<file path="config.mk">
export PLATFORM = sky130hd
export DESIGN_NAME = sdram_cmd_core
export DESIGN_NICKNAME = d
export VERILOG_FILES = /design/src/core/sdram_pkg.sv /design/src/core/sdram_cmd_core.sv /design/src/core/wr_fifo.sv /design/src/core/self_refresh_timer.sv
export SDC_FILE = /design/constraint.sdc
export NUM_CORES = 2
export LEC_CHECK = 0
export BUFFER_PORTS_ARGS = -buffer_cell sky130_fd_sc_hd__clkbuf_2
export CELL_PAD_IN_SITES_DETAIL_PLACEMENT = 1
export CELL_PAD_IN_SITES_GLOBAL_PLACEMENT = 2
export CORE_UTILIZATION = 42
export CTS_CLUSTER_DIAMETER = 80
export DETAILED_ROUTE_END_ITERATION = 6
export PLACE_DENSITY_LB_ADDON = 0.1
export SLEW_MARGIN = 20
export SYNTH_ARGS = -nofsm -noshare
export SYNTH_HDL_FRONTEND = slang
export SYNTH_SLANG_ARGS = --single-unit
</file>
<file path="constraint.sdc">
create_clock -name clk_sys -period 3.85 [get_ports clk_sys]
set_input_delay 0.1925 -clock clk_sys [delete_from_list [all_inputs] [get_ports clk_sys]]
set_output_delay 0.1925 -clock clk_sys [all_outputs]
set_load 0.005 [all_outputs]
</file>
<file path="src/core/sdram_pkg.sv">
package sdram_pkg;

  // Clock rate and the distributed refresh interval used during self refresh.
  localparam int CLK_MHZ = 200;
  localparam int REF_INTERVAL_NS = 15625;
  localparam int REF_INTERVAL_CYC = (REF_INTERVAL_NS * CLK_MHZ) / 1000;

  // Geometry of the 16-bit part.
  localparam int DQ_W = 16;
  localparam int ROW_W = 12;
  localparam int COL_W = 9;
  localparam int FIFO_DEPTH = 32;

  // Address bit positions with a special meaning.
  localparam int AP_BIT = 10;
  localparam int PALL_BIT = 10;

  // Base mode register fields: burst length code and write burst mode.
  localparam int BL_LSB = 0;
  localparam int WB_SINGLE_BIT = 9;
  localparam logic [2:0] BL_FULL = 3'h7;

  // Extended mode register field: partial-array selection in bits 2..0.
  localparam int PARTIAL_ARRAY_REFRESH_SELECT_LSB = 0;
  localparam logic [2:0] PARTIAL_ARRAY_REFRESH_SELECT_TWO = 3'h1;
  localparam logic [2:0] PARTIAL_ARRAY_REFRESH_SELECT_ONE = 3'h2;
  localparam logic [3:0] KEEP_ALL = 4'hf;
  localparam logic [3:0] KEEP_TWO = 4'h3;
  localparam logic [3:0] KEEP_ONE = 4'h1;

  // Bank-select codes of the mode register load.
  localparam logic [1:0] SEL_BASE = 2'h0;
  localparam logic [1:0] SEL_EXT = 2'h2;

  // Reset values.
  localparam logic [10:0] MODE_RST = 11'h000;
  localparam logic [10:0] EMODE_RST = 11'h000;
  localparam logic [1:0] OE_OFF = 2'h3;

  typedef enum logic [3:0] {
    CMD_NONE, CMD_ACT, CMD_RD, CMD_WR, CMD_BST, CMD_PRE, CMD_REF, CMD_SREF, CMD_LMR
  } cmd_t;

  typedef enum logic [1:0] {
    ST_NORMAL = 2'b00,
    ST_SREF = 2'b01
  } op_state_t;

  typedef struct packed {
    logic cs_n;
    logic ras_n;
    logic cas_n;
    logic we_n;
    logic cke;
    logic [1:0] ba;
    logic [ROW_W-1:0] addr;
    logic [1:0] byte_mask;
    logic [DQ_W-1:0] dq;
  } pin_bus_t;

  typedef struct packed {
    logic [1:0] bank;
    logic [ROW_W-1:0] row;
    logic [COL_W-1:0] col;
  } array_addr_t;

  typedef struct packed {
    array_addr_t addr;
    logic [DQ_W-1:0] data;
    logic [1:0] byte_mask;
  } wr_word_t;

  localparam int WR_W = $bits(wr_word_t);

endpackage : sdram_pkg

</file>
<file path="src/core/sdram_cmd_core.sv">
// Notes on behaviour
// [RQ1] Self refresh keeps only banks chosen by partial-array select; others are lost.
// [RQ2] Selected no-operation takes no command; running bursts carry on.
// [RQ3] Deselected chip ignores all command inputs; running bursts carry on.
// [RQ4] Row, column and write strobes decode into the seven commands.
// [RQ5] Clock enable high for all but self refresh; low turns refresh into entry.
// [RQ6] Activate opens the given row in the given bank until precharge.
// [RQ7] Read and write take column from low address bits; bit 10 asks auto precharge.
// [RQ8] Read lane mask high floats that lane two clocks later.
// [RQ9] Write lane mask sampled with the data word discards that byte.
// [RQ10] Lower mask covers bits 0-7, upper mask bits 8-15.
// [RQ11] Precharge closes one bank, or all banks when bit 10 is high.
// [RQ12] Mode load writes base or extended register by bank select.
// [RQ13] Controller loads mode registers only with all banks idle.
// [RQ14] Auto precharge closes the bank when the burst ends, never for full page.
// [RQ15] Controller waits precharge time after an auto-precharged access.
// [RQ16] Burst terminate stops the latest burst and leaves the row open.
// [RQ17] Controller precharges all banks before auto refresh; row comes from counter.
// [RQ18] Controller supplies 4096 refreshes each 64 ms.
// [RQ19] In self refresh only clock enable is heard; refresh is timed inside.
// [RQ20] Controller holds self refresh at least the row-active minimum.
// [RQ21] Controller gives a stable clock and at least two no-operations on exit.
// [RQ22] Controller refreshes every 15.625 us after leaving self refresh.
module sdram_cmd_core (
  input wire logic clk_sys,
  input wire logic rst_n,
  input wire logic cs_n,
  input wire logic ras_n,
  input wire logic cas_n,
  input wire logic we_n,
  input wire logic cke,
  input wire logic [1:0] ba,
  input wire logic [11:0] addr,
  input wire logic lower_byte_mask,
  input wire logic upper_byte_mask,
  input wire logic [15:0] dq_in,
  output logic [15:0] dq_out,
  output logic [1:0] dq_oe_n,
  output logic rd_req,
  output sdram_pkg::array_addr_t rd_addr,
  input wire logic [15:0] rd_data,
  output logic wr_valid,
  input wire logic wr_ready,
  output sdram_pkg::wr_word_t wr_word,
  output logic [3:0] bank_open,
  output logic self_refresh,
  output logic refresh_pulse,
  output logic [3:0] refresh_banks,
  output logic [11:0] refresh_row,
  output logic [3:0] lost_banks,
  output logic [10:0] mode_word,
  output logic [10:0] ext_mode_word,
  output logic protocol_err,
  output logic wr_overflow
);
  import sdram_pkg::*;

  typedef struct packed {
    pin_bus_t s1;
    pin_bus_t s2;
    op_state_t state;
    logic [3:0] open;
    logic [3:0][ROW_W-1:0] row;
    logic [10:0] mode;
    logic [10:0] emode;
    logic busy;
    logic wr;
    logic ap;
    logic full;
    logic [1:0] bank;
    logic [COL_W-1:0] col;
    logic [COL_W-1:0] wmask;
    logic [COL_W-1:0] left;
    logic rdv;
    logic [1:0] mq;
    logic [DQ_W-1:0] dq_o;
    logic [1:0] oe_n;
    logic rd_req;
    array_addr_t rd_a;
    logic [ROW_W-1:0] rcnt;
    logic rpulse;
    logic [3:0] rbanks;
    logic [3:0] lost;
    logic perr;
    logic ovf;
  } core_st_t;

  core_st_t st_ff;
  core_st_t nxt_st;
  cmd_t cmd;
  pin_bus_t p;
  logic tick;
  logic push;
  logic fifo_rdy;
  wr_word_t wdata;
  logic [WR_W-1:0] fifo_q;
  logic go;
  logic g_wr;
  logic g_ap;
  logic g_full;
  logic [1:0] g_bank;
  logic [COL_W-1:0] g_col;
  logic [COL_W-1:0] g_left;
  logic [COL_W-1:0] g_wmask;
  logic [COL_W-1:0] blm;

  ////////////////////////////////////////////////////////////////////////////
  // Command decode of the synchronised pins.
  function automatic cmd_t decode(input pin_bus_t q);
    cmd_t c;
    c = CMD_NONE;
    if (!q.cs_n) begin
      case ({q.ras_n, q.cas_n, q.we_n})
        3'b011: c = CMD_ACT;
        3'b101: c = CMD_RD;
        3'b100: c = CMD_WR;
        3'b110: c = CMD_BST;
        3'b010: c = CMD_PRE;
        3'b001: c = q.cke ? CMD_REF : CMD_SREF;
        3'b000: c = CMD_LMR;
        default: c = CMD_NONE;
      endcase
    end
    // Anything other than self-refresh entry needs clock enable high.
    if (!q.cke && c != CMD_SREF) begin
      c = CMD_NONE;
    end
    return c;
  endfunction : decode

  // Banks that survive self refresh for a partial-array selection.
  function automatic logic [3:0] keep_of(input logic [10:0] em);
    logic [2:0] sel;
    sel = em[PARTIAL_ARRAY_REFRESH_SELECT_LSB +: 3];
    if (sel == PARTIAL_ARRAY_REFRESH_SELECT_TWO) begin
      return KEEP_TWO;
    end else if (sel == PARTIAL_ARRAY_REFRESH_SELECT_ONE) begin
      return KEEP_ONE;
    end
    return KEEP_ALL;
  endfunction : keep_of

  ////////////////////////////////////////////////////////////////////////////
  // Sub-blocks: write path buffer towards the array and the self refresh clock.
  wr_fifo #(
    .W(WR_W),
    .DEPTH(FIFO_DEPTH)
  ) u_fifo (
    .clk_sys(clk_sys),
    .rst_n(rst_n),
    .in_valid(push),
    .in_ready(fifo_rdy),
    .in_data(wdata),
    .out_valid(wr_valid),
    .out_ready(wr_ready),
    .out_data(fifo_q)
  );

  self_refresh_timer u_timer (
    .clk_sys(clk_sys),
    .rst_n(rst_n),
    .en(st_ff.state == ST_SREF),
    .tick(tick)
  );

  assign wr_word = wr_word_t'(fifo_q);
  assign p = st_ff.s2;

  ////////////////////////////////////////////////////////////////////////////
  // Next-state logic for decode, bank state, bursts and refresh.
  always_comb begin
    nxt_st = st_ff;
    nxt_st.s1 = '{cs_n, ras_n, cas_n, we_n, cke, ba, addr, {upper_byte_mask, lower_byte_mask}, dq_in};
    nxt_st.s2 = st_ff.s1;
    nxt_st.rd_req = 1'b0;
    nxt_st.rdv = 1'b0;
    nxt_st.rpulse = 1'b0;
    push = 1'b0;
    wdata = '0;
    cmd = decode(p); // RQ4 RQ5
    blm = '0;
    case (st_ff.mode[BL_LSB +: 3])
      3'h1: blm = 9'h001;
      3'h2: blm = 9'h003;
      3'h3: blm = 9'h007;
      default: blm = '0;
    endcase
    go = st_ff.busy;
    g_wr = st_ff.wr;
    g_ap = st_ff.ap;
    g_full = st_ff.full;
    g_bank = st_ff.bank;
    g_col = st_ff.col;
    g_left = st_ff.left;
    g_wmask = st_ff.wmask;

    // Lane data and enables are driven from the mask seen two clocks earlier.
    nxt_st.mq = p.byte_mask;
    nxt_st.dq_o = rd_data;
    nxt_st.oe_n = ~({2{st_ff.rdv}} & ~st_ff.mq); // RQ8 RQ10

    if (st_ff.state == ST_SREF) begin
      // Only clock enable is heard; refresh is paced by the local timer.
      if (p.cke) begin
        nxt_st.state = ST_NORMAL; // RQ19
      end
      if (tick) begin
        nxt_st.rpulse = 1'b1;
        nxt_st.rbanks = keep_of(st_ff.emode); // RQ1
        nxt_st.rcnt = st_ff.rcnt + 12'h001;
      end
    end else begin
      // Deselect and no-operation decode to nothing, so a burst just goes on.
      case (cmd) // RQ2 RQ3
        CMD_ACT: begin
          if (st_ff.open[p.ba]) begin
            nxt_st.perr = 1'b1;
          end else begin
            nxt_st.open[p.ba] = 1'b1; // RQ6
            nxt_st.row[p.ba] = p.addr;
          end
        end
        CMD_RD, CMD_WR: begin
          if (!st_ff.open[p.ba]) begin
            nxt_st.perr = 1'b1;
            go = 1'b0;
          end else begin
            // A new access truncates whatever burst was running.
            go = 1'b1;
            g_wr = (cmd == CMD_WR);
            g_bank = p.ba;
            g_col = p.addr[COL_W-1:0]; // RQ7
            g_full = (st_ff.mode[BL_LSB +: 3] == BL_FULL);
            g_ap = p.addr[AP_BIT] && !g_full; // RQ7 RQ14
            g_left = (g_wr && st_ff.mode[WB_SINGLE_BIT]) ? '0 : blm;
            g_wmask = g_full ? 9'h1ff : blm;
          end
        end
        CMD_BST: begin
          go = 1'b0; // RQ16
        end
        CMD_PRE: begin
          if (p.addr[PALL_BIT]) begin
            nxt_st.open = '0; // RQ11
            go = 1'b0;
          end else begin
            nxt_st.open[p.ba] = 1'b0; // RQ11
            go = st_ff.busy && (st_ff.bank != p.ba);
          end
        end
        CMD_REF: begin
          // The row comes from the internal counter, never from the address.
          nxt_st.rpulse = 1'b1;
          nxt_st.rbanks = KEEP_ALL;
          nxt_st.rcnt = st_ff.rcnt + 12'h001;
          if (st_ff.open != '0) begin
            nxt_st.perr = 1'b1;
          end
        end
        CMD_SREF: begin
          nxt_st.state = ST_SREF; // RQ5
          nxt_st.lost = st_ff.lost | ~keep_of(st_ff.emode); // RQ1
          go = 1'b0;
        end
        CMD_LMR: begin
          if (p.ba == SEL_BASE) begin
            nxt_st.mode = p.addr[10:0]; // RQ12
          end else if (p.ba == SEL_EXT) begin
            nxt_st.emode = p.addr[10:0]; // RQ12
          end
        end
        default: begin
        end
      endcase
    end

    // One burst beat per cycle; the column wraps inside its burst block.
    nxt_st.busy = 1'b0;
    if (go) begin
      if (g_wr) begin
        // Mask bits travel with their data word and gate each byte.
        push = 1'b1;
        wdata = '{'{g_bank, st_ff.row[g_bank], g_col}, p.dq, p.byte_mask}; // RQ9 RQ10
        if (!fifo_rdy) begin
          nxt_st.ovf = 1'b1;
        end
      end else begin
        nxt_st.rd_req = 1'b1;
        nxt_st.rdv = 1'b1;
        nxt_st.rd_a = '{g_bank, st_ff.row[g_bank], g_col};
      end
      nxt_st.wr = g_wr;
      nxt_st.ap = g_ap;
      nxt_st.full = g_full;
      nxt_st.bank = g_bank;
      nxt_st.wmask = g_wmask;
      if (g_full || g_left != '0) begin
        nxt_st.busy = 1'b1;
        nxt_st.col = (g_col & ~g_wmask) | ((g_col + 9'h001) & g_wmask);
        nxt_st.left = g_full ? g_left : g_left - 9'h001;
      end else if (g_ap) begin
        nxt_st.open[g_bank] = 1'b0; // RQ14
      end
    end
  end

  ////////////////////////////////////////////////////////////////////////////
  // State register; the pins idle deselected while reset holds.
  always_ff @(posedge clk_sys or negedge rst_n) begin
    if (!rst_n) begin
      st_ff <= '0;
      st_ff.s1.cs_n <= 1'b1;
      st_ff.s2.cs_n <= 1'b1;
      st_ff.mode <= MODE_RST;
      st_ff.emode <= EMODE_RST;
      st_ff.oe_n <= OE_OFF;
    end else begin
      st_ff <= nxt_st;
    end
  end

  ////////////////////////////////////////////////////////////////////////////
  // Outputs, each taken from a state flip-flop.
  assign dq_out = st_ff.dq_o;
  assign dq_oe_n = st_ff.oe_n;
  assign rd_req = st_ff.rd_req;
  assign rd_addr = st_ff.rd_a;
  assign bank_open = st_ff.open;
  assign self_refresh = (st_ff.state == ST_SREF);
  assign refresh_pulse = st_ff.rpulse;
  assign refresh_banks = st_ff.rbanks;
  assign refresh_row = st_ff.rcnt;
  assign lost_banks = st_ff.lost;
  assign mode_word = st_ff.mode;
  assign ext_mode_word = st_ff.emode;
  assign protocol_err = st_ff.perr;
  assign wr_overflow = st_ff.ovf;
endmodule : sdram_cmd_core

</file>
<file path="src/core/wr_fifo.sv">
module wr_fifo #(
  parameter int W = 8,
  parameter int DEPTH = 32
) (
  input wire logic clk_sys,
  input wire logic rst_n,
  input wire logic in_valid,
  output logic in_ready,
  input wire logic [W-1:0] in_data,
  output logic out_valid,
  input wire logic out_ready,
  output logic [W-1:0] out_data
);

  localparam int AW = $clog2(DEPTH);

  typedef struct packed {
    logic [DEPTH-1:0][W-1:0] mem;
    logic [AW-1:0] wp;
    logic [AW-1:0] rp;
    logic [AW:0] cnt;
  } fifo_st_t;

  fifo_st_t st_ff;
  fifo_st_t nxt_st;
  logic do_in;
  logic do_out;

  ////////////////////////////////////////////////////////////////////////////
  // Full and empty come straight from the occupancy count.
  assign in_ready = (st_ff.cnt != DEPTH[AW:0]);
  assign out_valid = (st_ff.cnt != '0);
  assign out_data = st_ff.mem[st_ff.rp];

  // Pointer and count update; a push and a pop may share a cycle.
  always_comb begin
    nxt_st = st_ff;
    do_in = in_valid && in_ready;
    do_out = out_valid && out_ready;
    if (do_in) begin
      nxt_st.mem[st_ff.wp] = in_data;
      nxt_st.wp = st_ff.wp + 1'b1;
    end
    if (do_out) begin
      nxt_st.rp = st_ff.rp + 1'b1;
    end
    nxt_st.cnt = st_ff.cnt + {{AW{1'b0}}, do_in} - {{AW{1'b0}}, do_out};
  end

  // State register.
  always_ff @(posedge clk_sys or negedge rst_n) begin
    if (!rst_n) begin
      st_ff <= '0;
    end else begin
      st_ff <= nxt_st;
    end
  end

endmodule : wr_fifo

</file>
<file path="src/core/self_refresh_timer.sv">
module self_refresh_timer (
  input wire logic clk_sys,
  input wire logic rst_n,
  input wire logic en,
  output logic tick
);
  import sdram_pkg::*;

  typedef struct packed {
    logic [11:0] cnt;
    logic tick;
  } tmr_st_t;

  tmr_st_t st_ff;
  tmr_st_t nxt_st;

  ////////////////////////////////////////////////////////////////////////////
  // Free-running interval counter while enabled; restarts on every entry.
  always_comb begin
    nxt_st = st_ff;
    nxt_st.tick = 1'b0;
    if (!en) begin
      nxt_st.cnt = '0;
    end else if (st_ff.cnt == 12'(REF_INTERVAL_CYC - 1)) begin
      nxt_st.cnt = '0;
      nxt_st.tick = 1'b1;
    end else begin
      nxt_st.cnt = st_ff.cnt + 12'h001;
    end
  end

  // State register.
  always_ff @(posedge clk_sys or negedge rst_n) begin
    if (!rst_n) begin
      st_ff <= '0;
    end else begin
      st_ff <= nxt_st;
    end
  end

  assign tick = st_ff.tick;

endmodule : self_refresh_timer

</file>
==> impl_results.rst <==
.. list-table::
   :header-rows: 1

   * - Metric
     - Value
   * - Clock insertion delay at the later pin of the skew report
     - 0.80 ns
   * - Critical R2R Launch
     - p[32]$_DFF_PN0_
   * - Worst EP arrival
     - 3.48 ns
   * - Critical path buffer and inverter count
     - 2
   * - Unrepaired setup endpoints after global routing
     - no
   * - Number of global-route vias before repair
     - 45419
   * - Number of vias per cell after detailed routing
     - around 5.6
   * - Effective utilization at floorplan
     - 0.423
   * - Number of H-tree branching levels
     - 4
   * - Slew at the pin with the worst max-slew slack
     - 1.10 ns
   * - Class of the worst hold path
     - in2async
   * - Avg Inst Size Synth
     - between 15 and 20 sq um
   * - Half-perimeter wire length of the detailed placement result
     - 119000 microns
   * - Endpoints failing setup
     - 0
   * - Area enclosed by the die boundary
     - 175000 sq um
   * - Total power density per cell area
     - 511 nW/um^2
   * - Element type at the critical path start
     - flop
   * - Slowest cell on the critical path
     - sky130_fd_sc_hd__dfrtp_4
   * - Final Hold Violating Endpoints
     - 0
   * - I/O pins
     - 190
   * - First-pass GRT wire length
     - 312000 microns
   * - Max Root-Sink Buffers
     - 3
   * - All-Layer GR Usage
     - 0.239
   * - Overall routed net length
     - about 200000 microns
   * - Area of the mapped netlist
     - 72600 sq um
   * - Fraction of power spent switching nets
     - 0.289
   * - Clock Pin Slew Worst Setup and Hold Paths
     - 0.06 ns
   * - Number of buffers inserted during clock tree synthesis
     - 178
   * - Layout cells sized above 1
     - 0.509
   * - Number of rows in the core area
     - 152
   * - Routed vias
     - 40999
   * - Distinct cell type count of the synthesized netlist
     - about 70
   * - Grt ovf
     - 0
   * - Status
     - finished clean
   * - Iteration count of the initial detailed-routing pass
     - 5
   * - Routed length per instance
     - 27.8 microns
   * - Final worst-path setup slack
     - 0.178 ns
   * - Critical path capture point type
     - output port
   * - Proportion of synthesized chip area in sequential cells
     - 0.547
   * - Number of slew-limit violations in the final report
     - 0
   * - Crit-path leading delay family
     - multiplexers
   * - Setup crit start
     - u_fifo.st_ff[7]$_DFFE_PN0P_
   * - CTS Root Buffer Type
     - sky130_fd_sc_hd__clkbuf_16
   * - Number of antenna violations at the first check in global routing
     - 2
   * - Fraction of synthesis flops using an asynchronous set or reset pin
     - 1.00
   * - Start-to-end type of the worst setup path
     - reg2out
   * - Total of flip-flops plus latches after synthesis
     - 1588
   * - Required time at the worst-slack endpoint
     - roughly 3.7 ns
   * - Leakage
     - 40.2 nW
   * - Count of flip-flops with a built-in enable after synthesis
     - 0
   * - Final clock skew
     - 0.0172 ns
   * - Cell Chain, Critical Path
     - buf_12, mux4_2, mux4_2, mux2_2, clkbuf_2
   * - WP depth
     - 5
   * - Highest clock frequency the design can meet
     - 272 MHz
   * - Clock tree from TritonCTS
     - yes
   * - Maximum single-stage delay on the critical path
     - 0.68 ns
   * - Internal power of the cells
     - 30.4 mW
   * - Number of DRC markers after the initial detailed-route iteration
     - 2120
   * - DRT antenna net count
     - 0
   * - DP Worst Slack
     - around 0.2 ns
   * - Clock Power Share
     - 0.405
   * - Fin Setup TNS
     - 0 ns
   * - Flop pwr share
     - 0.415
   * - Largest vdd supply drop
     - around 0.38 mV
   * - Crit-path max FO
     - 82
   * - Maximum number of pins on one net before global-route repair
     - 108
   * - Syn. warnings
     - 0
   * - Max Cap Violations
     - 0
   * - Switching power of the nets
     - between 10 and 15 mW
   * - Syn Inst Count
     - between 4000 and 5000
   * - Clock sink count
     - 1588
   * - Die Span X
     - 418 microns
   * - Total Nets Final
     - 4881
   * - Max-slew headroom at the worst pin
     - 0.269
   * - Most used cell along the critical path
     - sky130_fd_sc_hd__mux4_2
   * - Number of buffers inserted by port buffering
     - 188
   * - Synth Net Count
     - between 4000 and 5000
   * - Y dimension of the die
     - 418 microns
   * - Drc violations
     - 0
   * - Shortest period the worst path allows
     - 3.67 ns
   * - Area growth syn-to-layout
     - 15.1%
   * - Area of the placeable core
     - 172000 sq um
   * - Combinational fraction of design power
     - 0.180
   * - Final period utilization
     - 0.954
   * - Final weighted congestion in routability-driven placement
     - around 0.76
   * - Number of cells traversed by the worst register-to-register path
     - 9
   * - Primary FF master, synth
     - sky130_fd_sc_hd__dfrtp_1
final timing paths:
check                                                       to  slack (ns)
worst max-delay path                               wr_word[32]        0.18
worst min-delay path                refresh_row[4]$_DFFE_PN0P_        0.02
worst max register to register  u_fifo.st_ff[1253]$_DFFE_PN0P_        0.24
worst min register to register                 p[25]$_DFF_PN0_        0.34
max in group asynchronous        u_fifo.st_ff[226]$_DFFE_PN0P_        2.51
min in group clk_sys                     nxt_st[197]$_DFF_PN0_        0.06
worst reg2reg max path: cells and delay by family, from the launching register on:
family	cells	cell delay, ns
flops	1	0.45
mux	1	0.30
compound gates	2	0.96
simple gates	3	0.74
buf+inv	3	1.02
synthesized netlist by cell type (4+ instances only):
| master | count | area share |
|---|---|---|
| sky130_fd_sc_hd__a211oi_1 | 28 | 0.0029 |
| sky130_fd_sc_hd__a21o_1 | 11 | 0.0011 |
| sky130_fd_sc_hd__a21oi_1 | 41 | 0.0028 |
| sky130_fd_sc_hd__a31oi_1 | 8 | 0.00069 |
| sky130_fd_sc_hd__and2_1 | 13 | 0.0011 |
| sky130_fd_sc_hd__and3_1 | 11 | 0.00095 |
| sky130_fd_sc_hd__buf_1 | 44 | 0.0023 |
| sky130_fd_sc_hd__buf_2 | 114 | 0.0079 |
| sky130_fd_sc_hd__buf_4 | 95 | 0.0098 |
| sky130_fd_sc_hd__buf_6 | 30 | 0.0047 |
| sky130_fd_sc_hd__clkbuf_1 | 234 | 0.012 |
| sky130_fd_sc_hd__dfrtp_1 | 1584 | 0.55 |
| sky130_fd_sc_hd__dfstp_2 | 4 | 0.0014 |
| sky130_fd_sc_hd__ha_1 | 19 | 0.0033 |
| sky130_fd_sc_hd__inv_1 | 25 | 0.0013 |
| sky130_fd_sc_hd__mux2_1 | 119 | 0.018 |
| sky130_fd_sc_hd__mux2_2 | 1228 | 0.19 |
| sky130_fd_sc_hd__mux2_4 | 104 | 0.022 |
| sky130_fd_sc_hd__mux2i_1 | 16 | 0.0022 |
| sky130_fd_sc_hd__mux4_2 | 411 | 0.13 |
| sky130_fd_sc_hd__nand2_1 | 136 | 0.0070 |
| sky130_fd_sc_hd__nand2b_1 | 21 | 0.0018 |
| sky130_fd_sc_hd__nand3_1 | 31 | 0.0021 |
| sky130_fd_sc_hd__nand4_1 | 19 | 0.0016 |
| sky130_fd_sc_hd__nor2_1 | 56 | 0.0029 |
| sky130_fd_sc_hd__nor2b_1 | 7 | 0.00060 |
| sky130_fd_sc_hd__nor3_1 | 19 | 0.0013 |
| sky130_fd_sc_hd__nor3_2 | 17 | 0.0023 |
| sky130_fd_sc_hd__nor3b_1 | 26 | 0.0027 |
| sky130_fd_sc_hd__nor4_1 | 5 | 0.00043 |
| sky130_fd_sc_hd__nor4b_4 | 7 | 0.0023 |
| sky130_fd_sc_hd__o211a_1 | 14 | 0.0019 |
| sky130_fd_sc_hd__o21a_1 | 4 | 0.00041 |
| sky130_fd_sc_hd__o21ai_0 | 18 | 0.0012 |
| sky130_fd_sc_hd__o31ai_1 | 16 | 0.0017 |
| sky130_fd_sc_hd__xnor2_1 | 23 | 0.0028 |
| sky130_fd_sc_hd__xor2_1 | 19 | 0.0023 |
layer usage:
metal	wire length, microns	global-route usage	vias to the layer above
li1	-	-	17320
met3	6430	0.0321	263
met2	96200	0.380	618
met1	95200	0.347	22798
met4	4340	0.0597	0
met5	0	0	-
cells in the final DEF, fill, tap and decap left out, types with 31 or more instances in the layout:
master,n
sky130_fd_sc_hd__nand2_1,136
sky130_fd_sc_hd__buf_12,62
sky130_fd_sc_hd__clkbuf_1,48
sky130_fd_sc_hd__clkbuf_16,181
sky130_fd_sc_hd__dlygate4sd3_1,102
sky130_fd_sc_hd__clkbuf_2,187
sky130_fd_sc_hd__buf_4,162
sky130_fd_sc_hd__mux2_1,119
sky130_fd_sc_hd__nor2_1,56
sky130_fd_sc_hd__clkbuf_8,56
sky130_fd_sc_hd__mux2_4,104
sky130_fd_sc_hd__a21oi_1,31
sky130_fd_sc_hd__mux4_2,411
sky130_fd_sc_hd__mux2_2,1228
sky130_fd_sc_hd__dfrtp_1,1579
layout make-up:
class                      instances  area [sq um]
fill                           16242         88100
sequential                      1588         39800
multi-input combinational       2497         30400
clock buffer                     285          5480
timing repair buffer             514          4430
tap                             2310          2890
clock inverter                    47           498
inverter                          26          97.6
antenna                            2          5.00
state kept, by name, summed over array words and instances (netlist names), 11 cells and up:
register       flops
dq_out            16
refresh_row       12
nxt_st            39
u_fifo.st_ff    1328
mode_word         11
rd_addr           23
st_ff             84
u_timer.st_ff     12
ext_mode_word     11
p                 35
cell families (layout without fill, tap and decap cells):
kind of cell,after synthesis,after routing,synth area share
flops,1588,1588,0.547
xor+xnor,42,42,0.00507
simple gates,390,390,0.0298
compound gates,166,166,0.0159
buf+inv,543,872,0.0381
mux,1878,1878,0.360
other cells,1,3,0.0000517
fa+ha+maj,20,20,0.00355
power groups by stage:
stage               Clock [mW]  Combinational, mW  Sequential [mW]
floorplan                    0               5.26             17.5
global placement             0               7.71             18.1
detailed placement           0               7.73             18.1
CTS                       17.8               7.89             17.8
global route              18.4               8.30             17.8
finish                    17.3               7.68             17.7
timing repair:
item / CTS / global route
setup buffers: 4 / 0
hold endpoints to repair: 329 / 0
resized for setup: 0 / 0
hold buffers: 102 / 0
setup endpoints to repair: 1 / 0
metrics by stage:
stage               utilization  cell area, sq um  instances  hold WS, ns  power (mW)
global placement          0.446             76500       6828        0.263        25.8
CTS                       0.487             83600       7266      0.00153        43.4
detailed placement        0.446             76500       6828        0.269        25.8
global route              0.487             83600       7267       0.0261        44.5
floorplan                     -             72600       4628       -0.103        22.8
finish                    0.487             83600       7269       0.0237        42.7
Power figures use the tool's default switching activity.
